File: src/hw/rpm_map.vh
// Register offsets, field positions, reset values and timing counts of the port monitor
`ifndef RPM_MAP_VH
`define RPM_MAP_VH

// Register offsets
`define RPM_OFS_PORT_SEL 8'h4c
`define RPM_OFS_LINE_LENGTH_HIGH_FIELD 8'h75
`define RPM_OFS_LINE_LENGTH_LOW_FIELD 8'h76
`define RPM_OFS_FREQ_CTL 8'h77
`define RPM_OFS_SCRATCH_A 8'h78
`define RPM_OFS_SCRATCH_B 8'h79
`define RPM_OFS_ERR_FLAGS 8'h7a
`define RPM_OFS_ERR_TALLY 8'h7b

// Reset values
`define RPM_RST_PORT_SEL 2'h0
`define RPM_RST_FREQ_CTL 8'hc5
`define RPM_RST_SCRATCH_A 8'h00
`define RPM_RST_SCRATCH_B 8'h01

// Field positions of the frequency detect control register
`define RPM_FD_HYST_HI 7
`define RPM_FD_HYST_LO 6
`define RPM_FD_STAB_HI 5
`define RPM_FD_STAB_LO 4
`define RPM_FD_LOTHR_HI 3
`define RPM_FD_LOTHR_LO 0

// Field positions of the error flag register
`define RPM_EF_LENGTH 3
`define RPM_EF_CKSUM 2
`define RPM_EF_ECC2 1
`define RPM_EF_ECC1 0

// Stability times in ns and the clock period in ns
`define RPM_CLK_NS 100
`define RPM_STAB0_NS 40000
`define RPM_STAB1_NS 80000
`define RPM_STAB2_NS 320000
`define RPM_STAB3_NS 1280000

// Least times round up to whole cycles
`define RPM_STAB0_CYC ((`RPM_STAB0_NS + `RPM_CLK_NS - 1) / `RPM_CLK_NS)
`define RPM_STAB1_CYC ((`RPM_STAB1_NS + `RPM_CLK_NS - 1) / `RPM_CLK_NS)
`define RPM_STAB2_CYC ((`RPM_STAB2_NS + `RPM_CLK_NS - 1) / `RPM_CLK_NS)
`define RPM_STAB3_CYC ((`RPM_STAB3_NS + `RPM_CLK_NS - 1) / `RPM_CLK_NS)

`endif

File: src/hw/rpm_port_monitor.v
// Per receive port monitor and status register group with port selection
`timescale 1ns/1ps
`include "rpm_map.vh"

//////////////////////////////////////////////////////////////////////////////////////////////////
module rpm_port_monitor #(
   parameter NUM_PORTS = 4,
   parameter STAB3_CYC = `RPM_STAB3_CYC
) (
   // Clock and reset
   input wire mclk,
   input wire rst,
   // Register port from the serial control slave
   input wire [7:0] reg_addr,
   input wire [7:0] reg_wdata,
   input wire reg_wr,
   input wire reg_rd,
   output wire [7:0] reg_rdata,
   output wire [1:0] port_select,
   // Line length measurement per port
   input wire [NUM_PORTS*16-1:0] line_len_meas,
   input wire [NUM_PORTS-1:0] line_len_vld,
   input wire [NUM_PORTS-1:0] line_length_change_irq_enable,
   // Link clock frequency measurement per port, in MHz
   input wire [NUM_PORTS*8-1:0] freq_meas,
   input wire [NUM_PORTS-1:0] freq_meas_vld,
   output wire [NUM_PORTS*8-1:0] freq_current,
   output wire [NUM_PORTS-1:0] freq_stable,
   output wire [NUM_PORTS-1:0] no_link_clock_status,
   // Packet error events per port, one pulse per errored packet
   input wire [NUM_PORTS-1:0] pkt_length_err,
   input wire [NUM_PORTS-1:0] pkt_checksum_err,
   input wire [NUM_PORTS-1:0] hdr_multibit_err,
   input wire [NUM_PORTS-1:0] hdr_singlebit_err
);

   //////////////////////////////////////////////////////////////////////////////////////////////
   // Constants and helper functions

   // Stability counts held at 32 bits, sliced to the timer width below
   localparam [31:0] STAB0_W = `RPM_STAB0_CYC;
   localparam [31:0] STAB1_W = `RPM_STAB1_CYC;
   localparam [31:0] STAB2_W = `RPM_STAB2_CYC;
   localparam [31:0] STAB3_W = STAB3_CYC;

   // Cycle count for a stability code
   function [13:0] stab_cycles;
      input [1:0] code;
      begin
         case (code)
            2'h0: stab_cycles = STAB0_W[13:0];
            2'h1: stab_cycles = STAB1_W[13:0];
            2'h2: stab_cycles = STAB2_W[13:0];
            default: stab_cycles = STAB3_W[13:0];
         endcase
      end
   endfunction

   // Absolute difference of two frequency readings
   function [7:0] abs_diff;
      input [7:0] a;
      input [7:0] b;
      begin
         abs_diff = (a > b) ? (a - b) : (b - a);
      end
   endfunction

   // Byte of the selected port from a packed per-port view
   function [7:0] pick_byte;
      input [NUM_PORTS*8-1:0] view;
      input [1:0] s;
      begin
         pick_byte = view[s*8 +: 8];
      end
   endfunction

   // Strobe aimed at one register of the selected port
   function port_hit;
      input strobe;
      input sel;
      input [7:0] addr;
      input [7:0] ofs;
      begin
         port_hit = strobe && sel && (addr == ofs);
      end
   endfunction

   //////////////////////////////////////////////////////////////////////////////////////////////
   // Port selection and access decode

   reg [1:0] port_sel_r;
   reg [7:0] rdata_r;
   wire [NUM_PORTS*8-1:0] v_line_hi;
   wire [NUM_PORTS*8-1:0] v_line_lo;
   wire [NUM_PORTS*8-1:0] v_ctl;
   wire [NUM_PORTS*8-1:0] v_mba;
   wire [NUM_PORTS*8-1:0] v_mbb;
   wire [NUM_PORTS*8-1:0] v_flags;
   wire [NUM_PORTS*8-1:0] v_tally;

   // Selection register written by the host before per-port accesses
   always @(posedge mclk) begin
      if (rst) begin
         port_sel_r <= `RPM_RST_PORT_SEL;
      end else if (reg_wr && reg_addr == `RPM_OFS_PORT_SEL) begin
         port_sel_r <= reg_wdata[1:0];
      end
   end

   // Read data registered one cycle after the read strobe
   always @(posedge mclk) begin
      if (rst) begin
         rdata_r <= 8'h00;
      end else if (reg_rd) begin
         case (reg_addr)
            `RPM_OFS_PORT_SEL: rdata_r <= {6'h00, port_sel_r};
            `RPM_OFS_LINE_LENGTH_HIGH_FIELD: rdata_r <= pick_byte(v_line_hi, port_sel_r);
            `RPM_OFS_LINE_LENGTH_LOW_FIELD: rdata_r <= pick_byte(v_line_lo, port_sel_r);
            `RPM_OFS_FREQ_CTL: rdata_r <= pick_byte(v_ctl, port_sel_r);
            `RPM_OFS_SCRATCH_A: rdata_r <= pick_byte(v_mba, port_sel_r);
            `RPM_OFS_SCRATCH_B: rdata_r <= pick_byte(v_mbb, port_sel_r);
            `RPM_OFS_ERR_FLAGS: rdata_r <= pick_byte(v_flags, port_sel_r);
            `RPM_OFS_ERR_TALLY: rdata_r <= pick_byte(v_tally, port_sel_r);
            default: rdata_r <= 8'h00;
         endcase
      end
   end

   // Registered read data and selection, straight from flops
   assign reg_rdata = rdata_r;
   assign port_select = port_sel_r;

   //////////////////////////////////////////////////////////////////////////////////////////////
   // Per-port copies

   // One copy of every per-port register for each receive port
   genvar p;
   generate
      for (p = 0; p < NUM_PORTS; p = p + 1) begin : g_port
         localparam [31:0] PNUM = p;

         // Access strobes of this port
         wire sel = (port_sel_r == PNUM[1:0]);
         wire rd_hi = port_hit(reg_rd, sel, reg_addr, `RPM_OFS_LINE_LENGTH_HIGH_FIELD);
         wire rd_lo = port_hit(reg_rd, sel, reg_addr, `RPM_OFS_LINE_LENGTH_LOW_FIELD);
         wire rd_flags = port_hit(reg_rd, sel, reg_addr, `RPM_OFS_ERR_FLAGS);
         wire rd_tally = port_hit(reg_rd, sel, reg_addr, `RPM_OFS_ERR_TALLY);
         wire wr_ctl = port_hit(reg_wr, sel, reg_addr, `RPM_OFS_FREQ_CTL);
         wire wr_mba = port_hit(reg_wr, sel, reg_addr, `RPM_OFS_SCRATCH_A);
         wire wr_mbb = port_hit(reg_wr, sel, reg_addr, `RPM_OFS_SCRATCH_B);

         // Error events of one packet, all pulsed in the same cycle
         wire [3:0] evt = {pkt_length_err[p], pkt_checksum_err[p],
                           hdr_multibit_err[p], hdr_singlebit_err[p]};
         wire [7:0] f_in = freq_meas[p*8 +: 8];

         // Registers of this port
         reg [15:0] line_len_r;
         reg frozen_r;
         reg [7:0] hold_lo_r;
         reg hold_vld_r;
         reg [7:0] ctl_r;
         reg [7:0] mba_r;
         reg [7:0] mbb_r;
         reg [3:0] flags_r;
         reg [7:0] tally_r;
         reg [7:0] fcur_r;
         reg [13:0] stab_cnt_r;
         reg stable_r;
         reg nolink_r;

         // Capture rule and stability target of the frequency tracker
         wire f_cap = freq_meas_vld[p] &&
            (abs_diff(f_in, fcur_r) > {6'h00, ctl_r[`RPM_FD_HYST_HI:`RPM_FD_HYST_LO]});
         wire [13:0] stab_need = stab_cycles(ctl_r[`RPM_FD_STAB_HI:`RPM_FD_STAB_LO]);

         // Next flag value, a new event beats the clearing read
         wire [3:0] flags_nxt = (rd_flags ? 4'h0 : flags_r) | evt;

         // Line length capture, frozen after an update until the low byte is read
         always @(posedge mclk) begin
            if (rst) begin
               line_len_r <= 16'h0000;
               frozen_r <= 1'b0;
            end else begin
               if (line_len_vld[p] && !(line_length_change_irq_enable[p] && frozen_r)) begin
                  line_len_r <= line_len_meas[p*16 +: 16];
                  frozen_r <= line_length_change_irq_enable[p];
               end else if (rd_lo || !line_length_change_irq_enable[p]) begin
                  frozen_r <= 1'b0;
               end
            end
         end

         // High byte read latches the matching low byte for the next low read
         always @(posedge mclk) begin
            if (rst) begin
               hold_lo_r <= 8'h00;
               hold_vld_r <= 1'b0;
            end else if (rd_hi) begin
               hold_lo_r <= line_len_r[7:0];
               hold_vld_r <= 1'b1;
            end else if (rd_lo) begin
               hold_vld_r <= 1'b0;
            end
         end

         // Host writable control and scratch registers
         always @(posedge mclk) begin
            if (rst) begin
               ctl_r <= `RPM_RST_FREQ_CTL;
               mba_r <= `RPM_RST_SCRATCH_A;
               mbb_r <= `RPM_RST_SCRATCH_B;
            end else begin
               if (wr_ctl) begin
                  ctl_r <= reg_wdata;
               end
               if (wr_mba) begin
                  mba_r <= reg_wdata;
               end
               if (wr_mbb) begin
                  mbb_r <= reg_wdata;
               end
            end
         end

         // Frequency tracking with hysteresis and stability timing
         always @(posedge mclk) begin
            if (rst) begin
               fcur_r <= 8'h00;
               stab_cnt_r <= 14'h0000;
               stable_r <= 1'b0;
            end else if (f_cap) begin
               fcur_r <= f_in;
               stab_cnt_r <= 14'h0000;
               stable_r <= 1'b0;
            end else if (stab_cnt_r >= stab_need) begin
               stable_r <= 1'b1;
            end else begin
               stab_cnt_r <= stab_cnt_r + 14'h0001;
            end
         end

         // Low clock indication from the tracked frequency
         always @(posedge mclk) begin
            if (rst) begin
               nolink_r <= 1'b1;
            end else begin
               nolink_r <= fcur_r < {4'h0, ctl_r[`RPM_FD_LOTHR_HI:`RPM_FD_LOTHR_LO]};
            end
         end

         // Sticky error flags, a new event beats the clearing read
         always @(posedge mclk) begin
            if (rst) begin
               flags_r <= 4'h0;
            end else begin
               flags_r <= flags_nxt;
            end
         end

         // Errored packet tally, once per packet, saturating, restarted by a read
         always @(posedge mclk) begin
            if (rst) begin
               tally_r <= 8'h00;
            end else if (rd_tally) begin
               tally_r <= {7'h00, |evt};
            end else if (|evt && tally_r != 8'hff) begin
               tally_r <= tally_r + 8'h01;
            end
         end

         // Views for the read multiplexer and status outputs
         assign v_line_hi[p*8 +: 8] = line_len_r[15:8];
         assign v_line_lo[p*8 +: 8] = hold_vld_r ? hold_lo_r : line_len_r[7:0];
         assign v_ctl[p*8 +: 8] = ctl_r;
         assign v_mba[p*8 +: 8] = mba_r;
         assign v_mbb[p*8 +: 8] = mbb_r;
         assign v_flags[p*8 +: 8] = {4'h0, flags_r};
         assign v_tally[p*8 +: 8] = tally_r;
         assign freq_current[p*8 +: 8] = fcur_r;
         assign freq_stable[p] = stable_r;
         assign no_link_clock_status[p] = nolink_r;
      end
   endgenerate

endmodule

File: config.mk
export PLATFORM = sky130hd
export DESIGN_NAME = rpm_port_monitor
export DESIGN_NICKNAME = d
export VERILOG_FILES = /design/src/hw/rpm_port_monitor.v
export VERILOG_INCLUDE_DIRS = /design/src /design/src/hw
export SDC_FILE = /design/constraint.sdc
export NUM_CORES = 1
export LEC_CHECK = 0
export ABC_AREA = 1
export ABC_CLOCK_PERIOD_IN_PS = 3900
export BUFFER_PORTS_ARGS = -buffer_cell sky130_fd_sc_hd__buf_2
export CORE_MARGIN = 2
export CORE_UTILIZATION = 61
export DETAILED_ROUTE_END_ITERATION = 10
export GPL_ROUTABILITY_DRIVEN = 0
export PLACE_DENSITY_LB_ADDON = 0.08
export SETUP_SLACK_MARGIN = 0.1
export SLEW_MARGIN = 25
export SYNTH_ARGS = -nofsm -noshare
export SYNTH_HDL_FRONTEND = slang
export SYNTH_SLANG_ARGS = --single-unit
File: constraint.sdc
create_clock -name mclk -period 3.9 [get_ports mclk]
set_input_delay 0.78 -clock mclk [delete_from_list [all_inputs] [get_ports mclk]]
set_output_delay 0.78 -clock mclk [all_outputs]
set_load 0.05 [all_outputs]
==> summary.txt <==
HPWL after DPL: 43130 um
Average cell area after synthesis: 6.661 sq um
Register area share after synthesis: 33.92%
Die ar.: 0.03575 sq mm
Total global routing track utilization: 31.79%
Row count: 67
Flop-to-flop setup slack: 0.62 ns
Arr. time, crit path: 3.75 ns
Worst setup path start: g_port[1].fcur_r[1]
Final worst path period share: 84.22%
Largest net degree at the start of global routing: 96
Port Buffer Count: 193
Fin crit period: 3.285 ns
Actual slew at the worst max-slew pin: 0.7927 ns
DR iter-0 viols: 1849
Setup Total Neg Slack: 0 ns
Crit-path max FO: 17
Post-synth EDFFs: 0
RSZ-0062 raised after global routing: no
Worst Path Required: 4.36 ns
Clock Sinks: 354
Largest area contributor in the netlist: dfxtp_1
Clock Path Buffers: 3
Pwr dens: 388.1 mW/mm^2
I/O pins: 194
Total number of H-tree levels: 2
Vias per cell: 5.520
Share of the synthesized area in the top cell type: 33.92%
Synth warn: 0
Critical Path End: g_port[1].stab_cnt_r[2]
CTS tree: yes
Max cap viols: 0
Worst setup SP type: register
Final hold vios: 0
Routed vias: 20690
Top Layer Used: met5
Most numerous cell in the Yosys netlist: nand2_1
Post-Syn Nets: 3417
Synth area leaders: dfxtp_1, nand2_1, inv_1, ha_1, a21oi_1
DR WL met2: 26370 um
Rel. slew slack: 47.15%
Leakage power: 10.51 nW
Top_reg_cell synth: dfxtp_1
Number of global-route vias before repair: 18978
CTS buffer count: 39
Fin util: 69.49%
FMAX: 0.3044 GHz
# DRC: 0
Later-pin clock latency in the skew report: 0.55 ns
Resized cells post-CTS: 0
# fillers: 2909
Initial antenna violation count: 2
Drt total wl: 58050 um
Worst Skew: 0.02583 ns
Initial core utilization: 62.16%
Die Wd: 189.1 um
Library cells used by synthesis: 46
Final Power: 9.066 mW
WL per Instance: 15.49 um
Clk pin slew, worst setup/hold paths: 0.06 ns
Synthesized flop and latch total: 354
Post-synthesis async set-or-reset flop share: 0%
Slew Limit Fails: 0
Critical path capture point type: register
Hold buffers post-CTS: 0
First-pass GRT wire length: 93500 um
ANT nets after route: 0
Synth Instances: 3137
DR pass1 iterations: 7
Critical R2R Capture: g_port[1].stab_cnt_r[2]
Clk root buf: clkbuf_16
Core Area: 0.03362 sq mm
# setup viols final: 0
Die Ht: 189.1 um
R2R depth: 20
Post-CTS Setup Bufs: 0
GR Overflow Total: 0
Synth cell count leaders: nand2_1, inv_1, dfxtp_1, nor2_1, a21oi_1
Crit path kind: reg2reg
WL met1: 24990 um
Status: finished clean
Synth-to-layout area growth: 11.79%
Metal3 WL: 4874 um
HP Class: reg2reg
Max VDD drop: 0.5517 mV
Final net count: 3550
Reg2reg start: g_port[1].fcur_r[1]
Post-Syn Area: 0.02090 sq mm
Share of layout cells above drive strength 1: 11.28%
-- power by group --
part | internal, mW | leakage (nW) | total (mW) | switching (mW)
sequential | 3.73 | 2.89 | 3.83 | 0.101
clock | 2.29 | 0.655 | 3.84 | 1.55
combinational | 0.462 | 6.97 | 1.39 | 0.930
-- through the flow --
| stage | instances | hold slack (ns) | cell area [sq um] | setup slack (ns) |
|---|---|---|---|---|
| final | 3748 | 0.4507 | 23360 | 0.6152 |
| after global routing | 3748 | 0.4586 | 23360 | 0.4327 |
| after CTS | 3747 | 0.4528 | 23360 | 0.6219 |
| after detailed placement | 3677 | 0.4438 | 22030 | 0.1483 |
| after global placement | 3677 | 0.4341 | 22030 | 0.2674 |
| after floorplan | 3137 | 0.4245 | 20900 | 0.7325 |
-- worst max-delay path, stage by stage, from the launching register on --
cell and delay, ns:
dfxtp_1 0.50, inv_1 0.13, fa_1 0.45, nand2_1 0.08, nand2_1 0.09, nand3_2 0.09, nand2_2 0.09, nand2_4 0.11
inv_2 0.05, nand2_1 0.05, nand2_1 0.06, ha_1 0.29, inv_1 0.06, nor2_1 0.03, o21ai_0 0.16, nand2_1 0.12
nor2_4 0.13, nand2_4 0.14, nand2_2 0.17, nand2_4 0.18, nor2_1 0.19
-- final cells by class --
type                    count  area, sq um  area share, %
multi-input cells        2200        11510          49.27
flip-flops and latches    354         7087          30.34
inverters                 460         1732          7.413
repair buffers            215         1144          4.896
clock buffers              54         1124          4.810
well taps                 448        560.5          2.400
clock inverters            16        201.4         0.8624
diodes                      1        2.502        0.01071
-- kinds of logic after synthesis --
logic type | after synthesis | synth area share [%]
compound gates | 634 | 15.78
xor+xnor | 61 | 2.557
fa+ha+maj | 136 | 8.431
buf+inv | 583 | 11.01
flops | 354 | 33.92
simple gates | 1369 | 28.31
-- placed cells by master (no fill, tap or decap), drive strengths merged, types with 54 or more instances in the layout --
cell and n:
nand2 721, inv 453, nor2 360, dfxtp 354, a21oi 302, o21ai 264
buf 215, nand3 201, ha 128, clkbuf 54
-- flip-flops by register name, indices dropped and copies added (netlist names) --
| signal | count |
|---|---|
| g_port.flags_r | 16 |
| g_port.nolink_r | 4 |
| g_port.mbb_r | 32 |
| g_port.stable_r | 4 |
| reg_rdata | 8 |
| g_port.frozen_r | 4 |
| g_port.ctl_r | 32 |
| g_port.hold_vld_r | 4 |
| g_port.stab_cnt_r | 56 |
| port_select | 2 |
| g_port.hold_lo_r | 32 |
| g_port.mba_r | 32 |
| g_port.fcur_r | 32 |
| g_port.tally_r | 32 |
| g_port.line_len_r | 64 |
-- layer usage --
layer	track usage (%)	vias up
met5	0	-
met4	10.28	2
met3	5.153	131
met2	52.75	798
met1	42.29	9433
li1	-	10326
-- worst min-delay path by stage --
stage,startpoint,cells past startpoint,slack [ns],endpoint
final,g_port[3].mbb_r[2],2,0.45,g_port[3].mbb_r[2]
after global routing,line_length_change_irq_enable[0],3,0.46,g_port[0].frozen_r
after CTS,line_length_change_irq_enable[1],3,0.45,g_port[1].frozen_r
after detailed placement,g_port[2].mbb_r[1],2,0.44,g_port[2].mbb_r[1]
after global placement,g_port[3].hold_lo_r[2],2,0.43,g_port[3].hold_lo_r[2]
after floorplan,g_port[1].line_len_r[11],2,0.42,g_port[1].line_len_r[11]
No activity file was read; power rests on OpenSTA's default activity.
